## src/hw/adcpm_regs.svh

```systemverilog
// Register offsets, field positions, reset values and timing counts of the converter host controller.
`ifndef ADCPM_REGS_SVH
`define ADCPM_REGS_SVH

// ****************************************************************
// Register offsets
// ****************************************************************
`define ADCPM_OFF_CTRL      8'h00
`define ADCPM_OFF_MODE      8'h04
`define ADCPM_OFF_CMD       8'h08
`define ADCPM_OFF_SHADOW    8'h0c
`define ADCPM_OFF_STATUS    8'h10
`define ADCPM_OFF_RESULT    8'h14

// ****************************************************************
// Frame word fields
// ****************************************************************
`define ADCPM_BIT_WRITE     15
`define ADCPM_BIT_SEQ       14
`define ADCPM_BIT_ADDR_HI   12
`define ADCPM_BIT_ADDR_LO   10
`define ADCPM_BIT_PM_HI     9
`define ADCPM_BIT_PM_LO     8
`define ADCPM_BIT_SHADOW    7
`define ADCPM_BIT_RANGE     5
`define ADCPM_ONES_WORD     16'hffff

// ****************************************************************
// Command and status bits
// ****************************************************************
`define ADCPM_CMD_CONV      0
`define ADCPM_CMD_INIT      1
`define ADCPM_CMD_CFG       2
`define ADCPM_CMD_SHADOW    3
`define ADCPM_STB_BUSY      0
`define ADCPM_STB_INIT      1
`define ADCPM_STB_VALID     2
`define ADCPM_STB_REFUSED   3
`define ADCPM_STB_ARMED     4
`define ADCPM_STB_MODE_LO   5
`define ADCPM_STB_MODE_HI   6

// ****************************************************************
// Power modes and reset values
// ****************************************************************
`define ADCPM_PM_NORMAL     2'b11
`define ADCPM_PM_FULL       2'b10
`define ADCPM_PM_AUTO       2'b01
`define ADCPM_RST_CTRL      16'h0000
`define ADCPM_RST_MODE      2'b11
`define ADCPM_RST_SHADOW    16'h0000

// ****************************************************************
// Timing
// ****************************************************************
`define ADCPM_CLK_NS        40
`define ADCPM_QUIET_NS      50
`define ADCPM_POWERUP_NS    1000
`define ADCPM_WAKE_NS       1000
`define ADCPM_QUIET_CYC     ((`ADCPM_QUIET_NS + `ADCPM_CLK_NS - 1) / `ADCPM_CLK_NS)
`define ADCPM_POWERUP_CYC   ((`ADCPM_POWERUP_NS + `ADCPM_CLK_NS - 1) / `ADCPM_CLK_NS)
`define ADCPM_WAKE_CYC      ((`ADCPM_WAKE_NS + `ADCPM_CLK_NS - 1) / `ADCPM_CLK_NS)
`define ADCPM_SCLK_HALF     4
`define ADCPM_FRAME_BITS    16

`endif

```

## src/hw/adcpm_pkg.sv

```systemverilog
// Types shared by the converter host controller modules.
package adcpm_pkg;
	typedef enum logic [1:0] {SH_IDLE = 2'b00, SH_RUN = 2'b01, SH_TAIL = 2'b10} adcpm_sh_t;
	typedef enum logic [1:0] {ST_IDLE = 2'b00, ST_START = 2'b01, ST_FRAME = 2'b10, ST_GAP = 2'b11} adcpm_st_t;
	typedef enum logic [1:0] {JOB_INIT = 2'b00, JOB_CONV = 2'b01, JOB_CFG = 2'b10, JOB_SHADOW = 2'b11} adcpm_job_t;
	typedef enum logic [2:0] {
		K_ONES   = 3'b000,
		K_CFG    = 3'b001,
		K_DUMMY  = 3'b010,
		K_CONV   = 3'b011,
		K_SHADOW = 3'b100
	} adcpm_kind_t;
endpackage

```

## src/hw/adcpm_shifter.sv

```systemverilog
// Serial frame engine: makes chip select and the serial clock, shifts a word out and the result in.
`timescale 1ns/1ps
`include "adcpm_regs.svh"

module adcpm_shifter (
	input  logic        pclk,
	input  logic        presetn,
	input  logic        start,
	input  logic [15:0] tx_word,
	input  logic        dout_pin,
	output logic        cs_n,
	output logic        sclk,
	output logic        din,
	output logic        done,
	output logic [15:0] rx_word
);
	import adcpm_pkg::*;

	localparam logic [2:0] HALF_M1   = 3'(`ADCPM_SCLK_HALF - 1);
	localparam logic [4:0] LAST_EDGE = 5'(`ADCPM_FRAME_BITS);

	adcpm_sh_t   state;
	logic [2:0]  half_cnt;
	logic [4:0]  edge_cnt;
	logic [15:0] shreg;
	logic        dout_meta;
	logic        dout_sync;
	logic        fall_now;

	assign fall_now = (state == SH_RUN) && (half_cnt == HALF_M1) && sclk;

	// ****************************************************************
	// Data output synchroniser
	// ****************************************************************
	always_ff @(posedge pclk or negedge presetn) begin
		if (!presetn) begin
			dout_meta <= 1'b0;
			dout_sync <= 1'b0;
		end else begin
			dout_meta <= dout_pin;
			dout_sync <= dout_meta;
		end
	end

	// ****************************************************************
	// Frame sequence
	// ****************************************************************
	always_ff @(posedge pclk or negedge presetn) begin
		if (!presetn) begin
			state    <= SH_IDLE;
			cs_n     <= 1'b1;
			sclk     <= 1'b1;
			din      <= 1'b0;
			done     <= 1'b0;
			half_cnt <= 3'h0;
			edge_cnt <= 5'h00;
			shreg    <= 16'h0000;
		end else begin
			done <= 1'b0;
			case (state)
				SH_IDLE: begin
					if (start) begin
						cs_n     <= 1'b0;
						sclk     <= 1'b1;
						din      <= tx_word[15];
						shreg    <= {tx_word[14:0], 1'b0};
						edge_cnt <= 5'h00;
						half_cnt <= 3'h0;
						state    <= SH_RUN;
					end
				end
				SH_RUN: begin
					if (half_cnt == HALF_M1) begin
						half_cnt <= 3'h0;
						if (sclk) begin
							sclk     <= 1'b0;
							edge_cnt <= edge_cnt + 5'h01;
						end else begin
							sclk <= 1'b1;
							// Sixteen clocks are always given before the frame closes.
							if (edge_cnt == LAST_EDGE) begin
								state <= SH_TAIL;
							end else begin
								din   <= shreg[15];
								shreg <= {shreg[14:0], 1'b0};
							end
						end
					end else begin
						half_cnt <= half_cnt + 3'h1;
					end
				end
				SH_TAIL: begin
					if (half_cnt == HALF_M1) begin
						half_cnt <= 3'h0;
						cs_n     <= 1'b1;
						din      <= 1'b0;
						done     <= 1'b1;
						state    <= SH_IDLE;
					end else begin
						half_cnt <= half_cnt + 3'h1;
					end
				end
				default: state <= SH_IDLE;
			endcase
		end
	end

	// ****************************************************************
	// Result capture on each falling serial clock edge
	// ****************************************************************
	always_ff @(posedge pclk or negedge presetn) begin
		if (!presetn) begin
			rx_word <= 16'h0000;
		end else if (fall_now) begin
			rx_word <= {rx_word[14:0], dout_sync};
		end
	end
endmodule

```

## src/hw/adcpm_host.sv

```systemverilog
// Host controller that initialises, configures and reads the eight-channel converter over its serial pins.
`timescale 1ns/1ps
`include "adcpm_regs.svh"

module adcpm_host (
	input  logic        pclk,
	input  logic        presetn,
	input  logic        psel,
	input  logic        penable,
	input  logic        pwrite,
	input  logic [7:0]  paddr,
	input  logic [31:0] pwdata,
	output logic [31:0] prdata,
	output logic        pready,
	output logic        pslverr,
	output logic        adc_cs_n,
	output logic        adc_sclk,
	output logic        adc_din,
	input  logic        adc_dout
);
	import adcpm_pkg::*;

	localparam logic [7:0] QUIET_CYC   = 8'(`ADCPM_QUIET_CYC);
	localparam logic [7:0] POWERUP_CYC = 8'(`ADCPM_POWERUP_CYC);
	localparam logic [7:0] WAKE_CYC    = 8'(`ADCPM_WAKE_CYC);

	// ****************************************************************
	// Declarations
	// ****************************************************************
	logic [15:0] ctrl_word;
	logic [1:0]  mode_reg;
	logic [15:0] shadow_data;
	logic [15:0] result;
	logic        init_done;
	logic [1:0]  dev_mode;
	logic        shadow_armed;
	logic        result_valid;
	logic        refused;

	adcpm_st_t   state;
	adcpm_job_t  job;
	logic [1:0]  step;
	logic        cur_auto;
	logic        skip2;
	logic        last_flag;
	adcpm_kind_t cur_kind;
	adcpm_kind_t prev_kind;
	adcpm_kind_t next_kind;
	logic        sh_start;
	logic [15:0] sh_tx;
	logic [15:0] next_tx;
	logic        sh_done;
	logic [15:0] sh_rx;
	logic [7:0]  gap_cnt;
	logic [7:0]  wake_cnt;
	logic [7:0]  hi_cnt;
	logic        pwr_armed;

	logic        wr_en;
	logic        cmd_wr;
	logic        cmd_any;
	logic        cmd_ok;
	adcpm_job_t  cmd_job;
	logic        frame_last;
	logic        need_pwr;
	logic        go_ok;
	logic [31:0] rd_val;

	// ****************************************************************
	// Functions
	// ****************************************************************
	function automatic logic is_mapped(input logic [7:0] a);
		is_mapped = (a == `ADCPM_OFF_CTRL) || (a == `ADCPM_OFF_MODE) || (a == `ADCPM_OFF_CMD) ||
			(a == `ADCPM_OFF_SHADOW) || (a == `ADCPM_OFF_STATUS) || (a == `ADCPM_OFF_RESULT);
	endfunction

	function automatic adcpm_kind_t frame_kind(input adcpm_job_t j, input logic [1:0] s, input logic skp,
		input logic aut);
		case (j)
			JOB_INIT: begin
				if (s == 2'h0) begin
					frame_kind = K_ONES;
				end else if (s == 2'h1) begin
					frame_kind = skp ? K_CFG : K_ONES;
				end else begin
					frame_kind = K_CFG;
				end
			end
			JOB_CONV:   frame_kind = (aut && (s == 2'h0)) ? K_DUMMY : K_CONV;
			JOB_CFG:    frame_kind = K_CFG;
			JOB_SHADOW: frame_kind = K_SHADOW;
			default:    frame_kind = K_CONV;
		endcase
	endfunction

	// ****************************************************************
	// Register bus
	// ****************************************************************
	assign wr_en   = psel && penable && pready && pwrite;
	assign cmd_wr  = wr_en && (paddr == `ADCPM_OFF_CMD);
	assign cmd_any = |pwdata[`ADCPM_CMD_SHADOW:`ADCPM_CMD_CONV];

	always_comb begin
		rd_val = 32'h0000_0000;
		case (paddr)
			`ADCPM_OFF_CTRL:   rd_val = {16'h0000, ctrl_word};
			`ADCPM_OFF_MODE:   rd_val = {30'h0000_0000, mode_reg};
			`ADCPM_OFF_SHADOW: rd_val = {16'h0000, shadow_data};
			`ADCPM_OFF_STATUS: rd_val = {25'h000_0000, dev_mode, shadow_armed, refused, result_valid, init_done,
				state != ST_IDLE};
			`ADCPM_OFF_RESULT: rd_val = {16'h0000, result};
			default:           rd_val = 32'h0000_0000;
		endcase
	end

	always_ff @(posedge pclk or negedge presetn) begin
		if (!presetn) begin
			pready  <= 1'b0;
			pslverr <= 1'b0;
			prdata  <= 32'h0000_0000;
		end else begin
			pready  <= psel && !penable && !pready;
			pslverr <= psel && !penable && !pready && !is_mapped(paddr);
			if (psel && !penable && !pwrite) begin
				prdata <= rd_val;
			end
		end
	end

	always_ff @(posedge pclk or negedge presetn) begin
		if (!presetn) begin
			ctrl_word   <= `ADCPM_RST_CTRL;
			mode_reg    <= `ADCPM_RST_MODE;
			shadow_data <= `ADCPM_RST_SHADOW;
		end else if (wr_en) begin
			if (paddr == `ADCPM_OFF_CTRL) begin
				ctrl_word <= pwdata[15:0];
			end
			if ((paddr == `ADCPM_OFF_MODE) && (pwdata[1:0] != 2'b00)) begin
				mode_reg <= pwdata[1:0];
			end
			if (paddr == `ADCPM_OFF_SHADOW) begin
				shadow_data <= pwdata[15:0];
			end
		end
	end

	// ****************************************************************
	// Command decode
	// ****************************************************************
	always_comb begin
		cmd_job = JOB_CONV;
		cmd_ok  = 1'b0;
		if (pwdata[`ADCPM_CMD_INIT]) begin
			cmd_job = JOB_INIT;
			cmd_ok  = 1'b1;
		end else if (pwdata[`ADCPM_CMD_CFG]) begin
			cmd_job = JOB_CFG;
			cmd_ok  = init_done;
		end else if (pwdata[`ADCPM_CMD_SHADOW]) begin
			cmd_job = JOB_SHADOW;
			cmd_ok  = init_done && shadow_armed;
		end else if (pwdata[`ADCPM_CMD_CONV]) begin
			cmd_job = JOB_CONV;
			cmd_ok  = init_done;
		end
	end

	// ****************************************************************
	// Frame word build
	// ****************************************************************
	always_comb begin
		next_kind = frame_kind(job, step, skip2, cur_auto);
		case (next_kind)
			K_ONES:   next_tx = `ADCPM_ONES_WORD;
			K_CFG:    next_tx = {1'b1, ctrl_word[`ADCPM_BIT_SEQ:`ADCPM_BIT_ADDR_LO], mode_reg,
				ctrl_word[`ADCPM_BIT_SHADOW:0]};
			K_SHADOW: next_tx = shadow_data;
			default:  next_tx = {1'b0, ctrl_word[`ADCPM_BIT_SEQ:`ADCPM_BIT_ADDR_LO], mode_reg,
				ctrl_word[`ADCPM_BIT_SHADOW:0]};
		endcase
	end

	assign go_ok      = (next_kind != K_CONV) || !cur_auto || (wake_cnt == 8'h00);
	assign frame_last = (job == JOB_INIT) ? (cur_kind == K_CFG) : ((job == JOB_CONV) ? (cur_kind == K_CONV) : 1'b1);
	assign need_pwr   = (cur_kind == K_CFG) && (sh_tx[`ADCPM_BIT_PM_HI:`ADCPM_BIT_PM_LO] == `ADCPM_PM_NORMAL) &&
		(!init_done || (dev_mode == `ADCPM_PM_FULL));

	// ****************************************************************
	// Frame sequencer
	// ****************************************************************
	always_ff @(posedge pclk or negedge presetn) begin
		if (!presetn) begin
			state     <= ST_IDLE;
			job       <= JOB_CONV;
			step      <= 2'h0;
			cur_auto  <= 1'b0;
			skip2     <= 1'b0;
			last_flag <= 1'b0;
			cur_kind  <= K_CONV;
			prev_kind <= K_CONV;
			sh_start  <= 1'b0;
			sh_tx     <= 16'h0000;
			gap_cnt   <= 8'h00;
		end else begin
			sh_start <= 1'b0;
			case (state)
				ST_IDLE: begin
					if (cmd_wr && cmd_any && cmd_ok) begin
						job      <= cmd_job;
						step     <= 2'h0;
						cur_auto <= init_done && (dev_mode == `ADCPM_PM_AUTO);
						skip2    <= mode_reg != `ADCPM_PM_AUTO;
						state    <= ST_START;
					end
				end
				ST_START: begin
					if (go_ok) begin
						sh_start  <= 1'b1;
						sh_tx     <= next_tx;
						prev_kind <= cur_kind;
						cur_kind  <= next_kind;
						state     <= ST_FRAME;
					end
				end
				ST_FRAME: begin
					if (sh_done) begin
						last_flag <= frame_last;
						step      <= step + 2'h1;
						gap_cnt   <= need_pwr ? POWERUP_CYC : QUIET_CYC;
						state     <= ST_GAP;
					end
				end
				ST_GAP: begin
					// Chip select idles high here until the next frame is due.
					if (gap_cnt == 8'h00) begin
						state <= last_flag ? ST_IDLE : ST_START;
					end else begin
						gap_cnt <= gap_cnt - 8'h01;
					end
				end
				default: state <= ST_IDLE;
			endcase
		end
	end

	// ****************************************************************
	// Wake timer for auto shutdown
	// ****************************************************************
	always_ff @(posedge pclk or negedge presetn) begin
		if (!presetn) begin
			wake_cnt <= 8'h00;
		end else if ((state == ST_START) && go_ok && (next_kind == K_DUMMY)) begin
			wake_cnt <= WAKE_CYC;
		end else if (wake_cnt != 8'h00) begin
			wake_cnt <= wake_cnt - 8'h01;
		end
	end

	// ****************************************************************
	// Status and device state tracking
	// ****************************************************************
	always_ff @(posedge pclk or negedge presetn) begin
		if (!presetn) begin
			init_done    <= 1'b0;
			dev_mode     <= `ADCPM_PM_NORMAL;
			shadow_armed <= 1'b0;
			result_valid <= 1'b0;
			refused      <= 1'b0;
			result       <= 16'h0000;
		end else begin
			if ((state == ST_IDLE) && cmd_wr && cmd_any && cmd_ok && (cmd_job == JOB_INIT)) begin
				init_done <= 1'b0;
			end
			if ((state == ST_FRAME) && sh_done) begin
				if (cur_kind == K_CFG) begin
					dev_mode     <= sh_tx[`ADCPM_BIT_PM_HI:`ADCPM_BIT_PM_LO];
					shadow_armed <= !sh_tx[`ADCPM_BIT_SEQ] && sh_tx[`ADCPM_BIT_SHADOW];
					if (job == JOB_INIT) begin
						init_done <= 1'b1;
					end
				end
				if (cur_kind == K_SHADOW) begin
					shadow_armed <= 1'b0;
				end
				if (cur_kind == K_CONV) begin
					result <= sh_rx;
				end
			end
			if ((state == ST_FRAME) && sh_done && (cur_kind == K_CONV)) begin
				result_valid <= 1'b1;
			end else if (wr_en && (paddr == `ADCPM_OFF_STATUS) && pwdata[`ADCPM_STB_VALID]) begin
				result_valid <= 1'b0;
			end
			if (cmd_wr && cmd_any && !((state == ST_IDLE) && cmd_ok)) begin
				refused <= 1'b1;
			end else if (wr_en && (paddr == `ADCPM_OFF_STATUS) && pwdata[`ADCPM_STB_REFUSED]) begin
				refused <= 1'b0;
			end
		end
	end

	// ****************************************************************
	// Serial frame engine
	// ****************************************************************
	adcpm_shifter u_shifter (
		.pclk     (pclk),
		.presetn  (presetn),
		.start    (sh_start),
		.tx_word  (sh_tx),
		.dout_pin (adc_dout),
		.cs_n     (adc_cs_n),
		.sclk     (adc_sclk),
		.din      (adc_din),
		.done     (sh_done),
		.rx_word  (sh_rx)
	);

	// ****************************************************************
	// Assertion helpers
	// ****************************************************************
	always_ff @(posedge pclk or negedge presetn) begin
		if (!presetn) begin
			hi_cnt    <= 8'h00;
			pwr_armed <= 1'b0;
		end else begin
			if (!adc_cs_n) begin
				hi_cnt <= 8'h00;
			end else if (hi_cnt != 8'hff) begin
				hi_cnt <= hi_cnt + 8'h01;
			end
			if ((state == ST_FRAME) && sh_done && need_pwr) begin
				pwr_armed <= 1'b1;
			end else if (!adc_cs_n) begin
				pwr_armed <= 1'b0;
			end
		end
	end
endmodule

```

## config.mk

```make
export PLATFORM = sky130hd
export DESIGN_NAME = adcpm_host
export DESIGN_NICKNAME = d
export VERILOG_FILES = /design/src/hw/adcpm_pkg.sv /design/src/hw/adcpm_shifter.sv /design/src/hw/adcpm_host.sv
export VERILOG_INCLUDE_DIRS = /design/src /design/src/hw
export SDC_FILE = /design/constraint.sdc
export NUM_CORES = 1
export LEC_CHECK = 0
export BUFFER_PORTS_ARGS = -buffer_cell sky130_fd_sc_hd__buf_2
export CAP_MARGIN = 10
export CELL_PAD_IN_SITES_DETAIL_PLACEMENT = 1
export CELL_PAD_IN_SITES_GLOBAL_PLACEMENT = 2
export CORE_ASPECT_RATIO = 0.6
export CORE_MARGIN = 2
export CORE_UTILIZATION = 39
export DETAILED_ROUTE_END_ITERATION = 8
export PLACE_DENSITY_LB_ADDON = 0.15
export SYNTH_ARGS = -nofsm -noshare
export SYNTH_HDL_FRONTEND = slang
export SYNTH_SLANG_ARGS = --single-unit
```

## constraint.sdc

```tcl
create_clock -name pclk -period 2.4 [get_ports pclk]
set_input_delay 0.6 -clock pclk [delete_from_list [all_inputs] [get_ports pclk]]
set_output_delay 0.6 -clock pclk [all_outputs]
set_load 0.05 [all_outputs]
```

==> results.json, run 1 <==
{
  "min_period_ps": 2300,
  "post-cts-setup-buffers": 0,
  "synth_seq_cells": 166,
  "cts_max_path_buffers": 2,
  "synth_top_area_share_pct": 49.4,
  "hold_viol_final": 0,
  "slew_viol_final": 0,
  "hold_slack_ps": 105,
  "finClkSkew_ps": 11.2,
  "dp_cells": 1030,
  "first_iter_violations": 343,
  "clk_latency_ps": 440,
  "required_ps": 2710,
  "vdd_ir_drop_max_v": 0.000558,
  "via_count": 5528,
  "post-route-period-util_pct": 96.0,
  "grt_pass1_vias": 5867,
  "grt_antenna_before_repair": 0,
  "grt_pass1_wl_um": 32900,
  "worstPathArrival_ps": 2620,
  "worstHoldPathType": "input pin to async pin",
  "max_cap_viol_count": 0,
  "avgViaCountPerCell": 5.21,
  "fillCellCount": 2172,
  "synth-main-ff-cell": "dfrtp_1",
  "crit_fanout": 5,
  "ant_nets": 0,
  "wirelength_um": 19900,
  "place_congestion": 0.767,
  "worstReg2RegEnd": "state[1]",
  "synth_cell_types": 67,
  "grt_max_degree": 52,
  "cp-start-kind": "register",
  "layout.nets": 839,
  "synth.most_common_cell": "dfrtp_1",
  "yosys-top-cells-area": "dfrtp_1 (49%), mux2_1 (8.8%), mux2i_1 (4.8%)",
  "cts_sinks": 166,
  "critPathKind": "register to register",
  "port_buffers": 50,
  "tightest_slew_ps": 597,
  "track_usage_pct": 19.9,
  "die_h_um": 115,
  "cellPowerDensity_nw_per_um2": 916,
  "die_area_um2": 21600,
  "overflow": 0,
  "syn_avg_cell_area_um2": 11.2,
  "rrSetupSlack_ps": 100,
  "rows": 40,
  "area_growth_pct": 16.6,
  "drc_errors": 0,
  "num_io_pins": 83,
  "cp-end-kind": "register",
  "start_util_pct": 39.7,
  "cts_buffers": 17,
  "cts.htree.levels": 4,
  "synthArstFlopShare_pct": 100,
  "yosys_warnings": 0,
  "ys_seq_area_share_pct": 52.4,
  "cts-root-buf": "clkbuf_16",
  "outcome": "finished, final reports clean",
  "coreArea_um2": 20000,
  "clk_pin_slew_ps": 70,
  "drive_gt1_share_pct": 18.9,
  "leakagePower_nw": 4.50,
  "max_freq_mhz": 434,
  "rsz0062_at_grt": "no",
  "die_w_um": 188,
  "synthesis.instances": 708,
  "drt_first_pass_iters": 4,
  "wl_per_cell_um": 18.7,
  "cts_tree": "done",
  "post-dp-hpwl_um": 14400,
  "synth_enable_flop_cells": 0,
  "post_synth_most_frequent_cells": "dfrtp_1 (157), nand2_1 (64), mux2_1 (62), o21ai_1 (45), nor2_1 (44)",
  "syn_area_um2": 7960,
  "r2r_cells": 5,
  "instances_no_fill": 1062,
  "relSlewSlack_pct": 60.2,
  "setup_viol": 0,
  "r2r_start": "wake_cnt[4]",
  "synth_largest_area_cell": "dfrtp_1",
  "diodes": 0
}
==> worst max-delay path by stage <==
stage	slack, ps	cells after the start	end	from
2_1_floorplan	-90	6	ctrl_word[10]	paddr[1]
3_3_place_gp	-10	6	ctrl_word[3]	paddr[1]
3_5_place_dp	-40	6	ctrl_word[0]	paddr[1]
4_1_cts	70	5	state[1]	wake_cnt[4]
5_1_grt	9	5	state[1]	wake_cnt[4]
6_report	100	5	state[1]	wake_cnt[4]
==> metrics by stage <==
step / total power, mW / setup slack (ps) / instance area, µm² / utilization (%) / TNS [ps]
floorplan: 5.10 / -85.1 / 8030 / - / -681
global placement: 5.63 / -14.3 / 8670 / 43.3 / -106
detailed placement: 5.75 / -44.2 / 8670 / 43.3 / -276
CTS: 8.60 / 69.4 / 9260 / 46.3 / 0
global route: 9.01 / 8.65 / 9280 / 46.3 / 0
finish: 8.50 / 96.1 / 9280 / 46.3 / 0
==> cell usage in the layout (no fill, tap or decap), drive strengths merged, types with 17 or more instances in the layout <==
cell type    n
mux2        71
buf         88
o21ai       54
nor2        44
a31oi       18
ha          17
clkbuf      19
dfrtp      157
inv         28
mux2i       38
nand2       64
==> power by group <==
part / total, mW / switching [mW] / leakage, nW / internal, mW
Sequential: 3.55 / 0.338 / 2.15 / 3.21
Combinational: 2.17 / 1.33 / 2.06 / 0.837
Clock: 2.78 / 1.20 / 0.290 / 1.58
Total: 8.50 / 2.87 / 4.50 / 5.63
==> worst max-delay path, cell delays in order (launching register included) <==
cell and delay [ps]:
dfrtp_2 430, or4_1 560, or3_1 410, a221oi_2 260, o21a_1 200, mux2_1 320
==> cell families (layout without fill, tap and decap cells) <==
group / Yosys count / count (layout) / share of synthesized area [%]
compound gates: 149 / 149 / 12.2
xor+xnor: 12 / 12 / 1.32
fa+ha+maj: 17 / 17 / 2.67
buf+inv: 77 / 143 / 4.73
flops: 166 / 166 / 52.4
mux: 111 / 111 / 15.8
other cells: 1 / 16 / 0.0471
simple gates: 175 / 175 / 10.9
==> final cells by class <==
class,instances,area [µm²],share of cell area [%]
sequential,166,4170,44.9
multi-input combinational,480,3490,37.6
timing repair buffer,88,604,6.51
clock buffer,19,443,4.77
tap,273,342,3.68
clock inverter,13,146,1.58
inverter,23,86.3,0.931
==> metal layers <==
layer	vias to the layer above	GRT usage, %	share of wire, %
li1	2626	-	-
met1	2816	29.6	53
met2	70	29.3	43
met3	16	4.29	2.9
met4	0	5.57	1.1
met5	-	0	0
==> repair_timing <==
item | 4_1_cts | 5_1_grt
endpoints found under the setup margin | 0 | 15
resized for setup | 0 | 3
hold buffers | 0 | 0
Power figures use the tool's default switching activity.
==> run 2, diff against run 1 <==
--- a/config.mk
+++ b/config.mk
@@ -6,14 +6,14 @@
 export SDC_FILE = /design/constraint.sdc
 export NUM_CORES = 1
 export LEC_CHECK = 0
-export BUFFER_PORTS_ARGS = -buffer_cell sky130_fd_sc_hd__buf_2
 export CAP_MARGIN = 10
-export CELL_PAD_IN_SITES_DETAIL_PLACEMENT = 1
+export CELL_PAD_IN_SITES_DETAIL_PLACEMENT = 2
 export CELL_PAD_IN_SITES_GLOBAL_PLACEMENT = 2
 export CORE_ASPECT_RATIO = 0.6
 export CORE_MARGIN = 2
-export CORE_UTILIZATION = 39
+export CORE_UTILIZATION = 42
 export DETAILED_ROUTE_END_ITERATION = 8
+export DONT_BUFFER_PORTS = 1
 export PLACE_DENSITY_LB_ADDON = 0.15
 export SYNTH_ARGS = -nofsm -noshare
 export SYNTH_HDL_FRONTEND = slang
==> run 2 against run 1 <==
Against the previous run:
- the flow now finishes with violations (negative hold slack)
- critical path depth did not move
- worst hold slack worse by 260 ps
- first-iteration DRC count up 14%
- global-route usage grew 4.1 points
- flip-flop and latch count unchanged
- count of clock-buffer cells in the layout unchanged
- sequential power is 2% higher
- sequential share of layout area rose by 2.0 points
- largest power group unchanged
- highest routed layer unchanged
==> results.json, run 2 (synthesized netlist as in run 1, its figures left out) <==
{
  "outcome": "finished, violations left",
  "violations": "negative hold slack",
  "drc_errors": 0,
  "cts_max_path_buffers": 2,
  "hold_viol_final": 157,
  "ant_nets": 0,
  "setup_viol": 0,
  "final.setup.tns_ps": 0,
  "tightest_slew_ps": 651,
  "clk_latency_ps": 440,
  "post-route-period-util_pct": 96.6,
  "start_util_pct": 43.5,
  "port_buffers": 0,
  "post-route-util_pct": 48.5,
  "avgViaCountPerCell": 5.70,
  "final_common_cell": "dfrtp_1",
  "final_area_um2": 8880,
  "crit_family": "simple AND/OR/NAND/NOR gates",
  "num_io_pins": 83,
  "cp-start-kind": "register",
  "switchingPower_mw": 2.95,
  "leakagePower_nw": 4.22,
  "min_period_ps": 2320,
  "instances_no_fill": 968,
  "overflow": 0,
  "wirelength_um": 22600,
  "rsz0062_at_grt": "no",
  "grt_antenna_before_repair": 0,
  "crit_fanout": 5,
  "cts_buffers": 17,
  "max_freq_mhz": 431,
  "fillCellCount": 1831,
  "via_count": 5522,
  "slew_viol_final": 0,
  "post-cts-setup-buffers": 0,
  "coreArea_um2": 18300,
  "p_total_mw": 8.59,
  "swShare_pct": 34.4,
  "vdd_ir_drop_max_v": 0.000574,
  "p_comb_share_pct": 24.7,
  "critPathKind": "register to register",
  "drive_gt1_share_pct": 12.4,
  "place_area_um2": 8270,
  "seq_power_share_pct": 42.3,
  "clockPowerShare_pct": 33.0,
  "worstPathArrival_ps": 2630,
  "cellPowerDensity_nw_per_um2": 967,
  "clk_pin_slew_ps": 70,
  "cts-root-buf": "clkbuf_16",
  "cts_tree": "done",
  "die_area_um2": 20100,
  "diodes": 0,
  "grt_pass1_vias": 6298,
  "fin_ws_ps": 81.6,
  "cp_slowest_cell": "or4_4",
  "cts_sinks": 166,
  "worstHoldPathType": "input pin to async pin",
  "slowest_delay_ps": 560,
  "track_usage_pct": 24.1,
  "intPower_mw": 5.63,
  "grt_pass1_wl_um": 36800,
  "required_ps": 2720,
  "relSlewSlack_pct": 56.6,
  "worstPathCellList": "or4_4, or3_1, a221oi_2, o21a_1, mux2_1",
  "dp_slack_ps": 8.25,
  "max_cap_viol_count": 0,
  "first_iter_violations": 391,
  "place_congestion": 0.771,
  "hold_slack_ps": -152,
  "cp-end-kind": "register",
  "dp_cells": 936,
  "critPathBufInv": 0,
  "die_w_um": 182,
  "grt_max_degree": 167,
  "layout.nets": 778,
  "area_growth_pct": 11.7,
  "post-dp-hpwl_um": 15300,
  "finClkSkew_ps": 9.76,
  "drt_first_pass_iters": 4,
  "rows": 38,
  "die_h_um": 111,
  "cts.htree.levels": 4,
  "wl_per_cell_um": 23.4,
  "final_cell_mix": "dfrtp_1 (157), nand2_1 (64), mux2_1 (62)"
}
run 2: repair_timing:
action | 4_1_cts | 5_1_grt
endpoints found under the hold margin | 157 | 157
endpoints found under the setup margin | 0 | 8
gates resized for setup | 0 | 3
run 2: power groups by stage:
stage               Clock, mW  Combinational, mW  Sequential, mW
floorplan                   0               1.56            3.53
CTS                      2.91               2.12            3.63
global placement            0               1.91            3.62
finish                   2.84               2.12            3.63
global route             3.02               2.37            3.69
detailed placement          0               2.08            3.67
run 2: layout make-up:
type	instances	area, µm²	share of cell area [%]
Clock inverter	13	143	1.61
Tap cell	240	300	3.38
Sequential cell	166	4170	46.9
Multi-Input combinational cell	480	3500	39.4
Timing Repair Buffer	27	240	2.70
Inverter	23	86.3	0.972
Clock buffer	19	453	5.10
run 2: layer usage:
layer | GRT usage (%) | vias up | wire length [µm]
met3 | 5.97 | 15 | 825
li1 | - | 2514 | -
met2 | 39.1 | 73 | 10800
met4 | 4.61 | 0 | 148
met1 | 33.0 | 2920 | 10800
met5 | 0 | - | 0
run 2: final timing paths:
path	start	end	slack, ps	cells after the start
setup / recovery	wake_cnt[4]	state[1]	80	5
hold reg to reg	u_shifter.dout_meta	u_shifter.dout_sync	350	0
min in group pclk	adc_dout	u_shifter.dout_meta	180	0
hold / removal	presetn	prdata[2]	-150	0
setup reg to reg	wake_cnt[4]	state[1]	80	5
max in group asynchronous	presetn	u_shifter.sclk	2180	0
==> run 3, diff against run 2 <==
--- a/config.mk
+++ b/config.mk
@@ -17,4 +17,5 @@
 export PLACE_DENSITY_LB_ADDON = 0.15
 export SYNTH_ARGS = -nofsm -noshare
 export SYNTH_HDL_FRONTEND = slang
+export SYNTH_HIERARCHICAL = 1
 export SYNTH_SLANG_ARGS = --single-unit
==> run 3 against run 2 <==
Against the previous run:
- the run still ends with negative hold slack left
- register-to-register slack better by 200 ps
- area after synthesis up 0.90%
- non-clock buffer count unchanged
- via count up 1.6%
- routed wire length up 0.76%
- setup slack better by 200 ps
- die area up 0.87%
==> results.json, run 3 <==
{
  "synthArstFlopShare_pct": 100,
  "via_count": 5611,
  "worstHoldPathType": "input pin to async pin",
  "port_buffers": 0,
  "critPathKind": "register to register",
  "vdd_ir_drop_max_v": 0.000526,
  "min_period_ps": 2120,
  "layout.nets": 784,
  "cts_tree": "done",
  "track_usage_pct": 24.3,
  "max_cap_viol_count": 0,
  "post-route-util_pct": 47.5,
  "rows": 39,
  "final_common_cell": "dfrtp_1",
  "synth_adder_area_share_pct": 2.65,
  "synth_top_area_share_pct": 48.9,
  "synth_seq_cells": 166,
  "grt_max_degree": 167,
  "syn_avg_cell_area_um2": 11.3,
  "cts-root-buf": "clkbuf_16",
  "drive_gt1_share_pct": 21.4,
  "synth-main-ff-cell": "dfrtp_1",
  "worstPathArrival_ps": 2440,
  "num_io_pins": 83,
  "drc_errors": 0,
  "finClkSkew_ps": 9.99,
  "first_iter_violations": 349,
  "synth_top_family_by_area": "multiplexers",
  "post-dp-hpwl_um": 15600,
  "synth_xor_area_share_pct": 1.31,
  "area_growth_pct": 11.8,
  "final.setup.tns_ps": 0,
  "synth_cell_types": 66,
  "post_synth_most_frequent_cells": "dfrtp_1 (157), mux2_2 (68), nand2_1 (56), nor2_1 (50), mux2i_1 (35)",
  "seqCellArea_um2": 4170,
  "die_w_um": 182,
  "dp_cells": 948,
  "die_h_um": 111,
  "hold_slack_ps": -148,
  "ys_seq_area_share_pct": 51.9,
  "grt_pass1_vias": 6387,
  "synth-simple-area-share_pct": 11.1,
  "required_ps": 2730,
  "cts_sinks": 166,
  "cp-start-kind": "register",
  "rsz0062_at_grt": "no",
  "cp_slowest_cell": "dfrtp_1",
  "clk_pin_slew_ps": 70,
  "multi_input_comb_area_um2": 3570,
  "syn_area_um2": 8030,
  "hold_viol_final": 157,
  "place_congestion": 0.797,
  "crit_fanout": 4,
  "cts_buffers": 17,
  "cts_max_path_buffers": 2,
  "leakagePower_nw": 4.05,
  "clk_latency_ps": 440,
  "synthesis.instances": 713,
  "drt_first_pass_iters": 4,
  "wirelength_um": 22800,
  "grt_pass1_wl_um": 37500,
  "instances_no_fill": 980,
  "overflow": 0,
  "synth_largest_area_cell": "dfrtp_1",
  "ant_nets": 0,
  "yosys-top-cells-area": "dfrtp_1 (49%), mux2_2 (9.5%), mux2i_1 (4.4%)",
  "avgViaCountPerCell": 5.73,
  "cellPowerDensity_nw_per_um2": 927,
  "yosys_warnings": 6,
  "grt_antenna_before_repair": 0,
  "slew_viol_final": 0,
  "diodes": 0,
  "worstPathCellList": "inv_1, ha_1, nor2b_1, a31oi_1, a221oi_2, nor2b_2, mux2_1",
  "fillCellCount": 1914,
  "setup_viol": 0,
  "coreArea_um2": 18900,
  "die_area_um2": 20300,
  "relSlewSlack_pct": 60.9,
  "synth.most_common_cell": "dfrtp_1",
  "slowest_delay_ps": 380,
  "synth_mux_area_share_pct": 14.6,
  "synth_enable_flop_cells": 0,
  "max_freq_mhz": 472,
  "wl_per_cell_um": 23.2,
  "cts.htree.levels": 4,
  "final_cell_mix": "dfrtp_1 (157), mux2_2 (68), nand2_1 (56)",
  "cp-end-kind": "register",
  "violations": "negative hold slack",
  "start_util_pct": 42.5,
  "synth-compound-area-share_pct": 13.8,
  "post-route-period-util_pct": 88.2,
  "outcome": "finished, violations left",
  "tightest_slew_ps": 586
}
run 3: cell types whose count changed after synthesis, sizes merged, moves of 4 or more:
cell	previous run	this run
o21a	4	0
a22o	14	18
inv	23	19
nor2	44	50
clkbuf	27	21
nand3	11	17
o21ai	54	27
buf	27	32
nand2	64	56
a31oi	18	35
a21oi	14	33
nand4	7	2
run 3: metrics by stage:
step	power, mW	setup WS (ps)	instance area (µm²)
6_report	8.31	283	8970
5_1_grt	8.76	66.5	8970
4_1_cts	8.39	169	8960
3_5_place_dp	5.40	-18.6	8350
3_3_place_gp	5.22	48.6	8350
2_1_floorplan	4.82	1.47	8090
run 3: per-layer routing:
layer	share of wire [%]	wire, µm	track usage, %
met5	0	0	0
met1	48	11000	33.8
met3	4.4	992	6.31
met4	1.2	266	6.56
met2	46	10500	37.6
run 3: final timing paths:
kind | slack (ps) | endpoint | from | cells after the start
worst max-delay path | 280 | state[1] | wake_cnt[0] | 7
worst min-delay path | -150 | wake_cnt[3] | presetn | 0
max in group asynchronous | 2190 | cur_kind[0] | presetn | 0
worst min register to register | 360 | u_shifter/dout_sync | u_shifter/dout_meta | 0
min in group pclk | 180 | u_shifter/dout_meta | adc_dout | 0
worst max register to register | 280 | state[1] | wake_cnt[0] | 7
run 3: area by class of cell:
cell class	count	area share, %
Clock inverter	12	1.85
Inverter	19	0.795
Multi-Input combinational cell	490	39.8
Timing Repair Buffer	27	2.68
Tap cell	246	3.43
Clock buffer	20	4.98
Sequential cell	166	46.4
run 3: kinds of logic after synthesis:
kind of cell | count (synthesis)
buffers and inverters | 72
AOI/OAI and AO/OA | 159
DFF | 166
and+or+nand+nor | 179
muxes | 107
adders and majority gates | 17
xor gates and xnor gates | 12
other | 1
run 3: worst max-delay path, delay by kind of cell, from the launching register on:
kind / cells / cell delay, ps
AOI/OAI and AO/OA: 2 / 560
adders and majority gates: 1 / 150
buffers and inverters: 1 / 120
DFF: 1 / 380
muxes: 1 / 340
and+or+nand+nor: 2 / 460
run 3: power breakdown:
| part | leakage [nW] | internal, mW | switching, mW | total, mW |
|---|---|---|---|---|
| Clock | 0.298 | 1.69 | 1.25 | 2.93 |
| Sequential | 2.10 | 3.06 | 0.298 | 3.36 |
| Combinational | 1.66 | 0.754 | 1.27 | 2.02 |
| Total | 4.05 | 5.50 | 2.81 | 8.31 |
run 3: repair_timing:
| action | 4_1_cts | 5_1_grt |
|---|---|---|
| endpoints found under the hold margin | 159 | 157 |
| endpoints found under the setup margin | 0 | 1 |
| setup buffers | 0 | 0 |
| gates resized for setup | 0 | 1 |
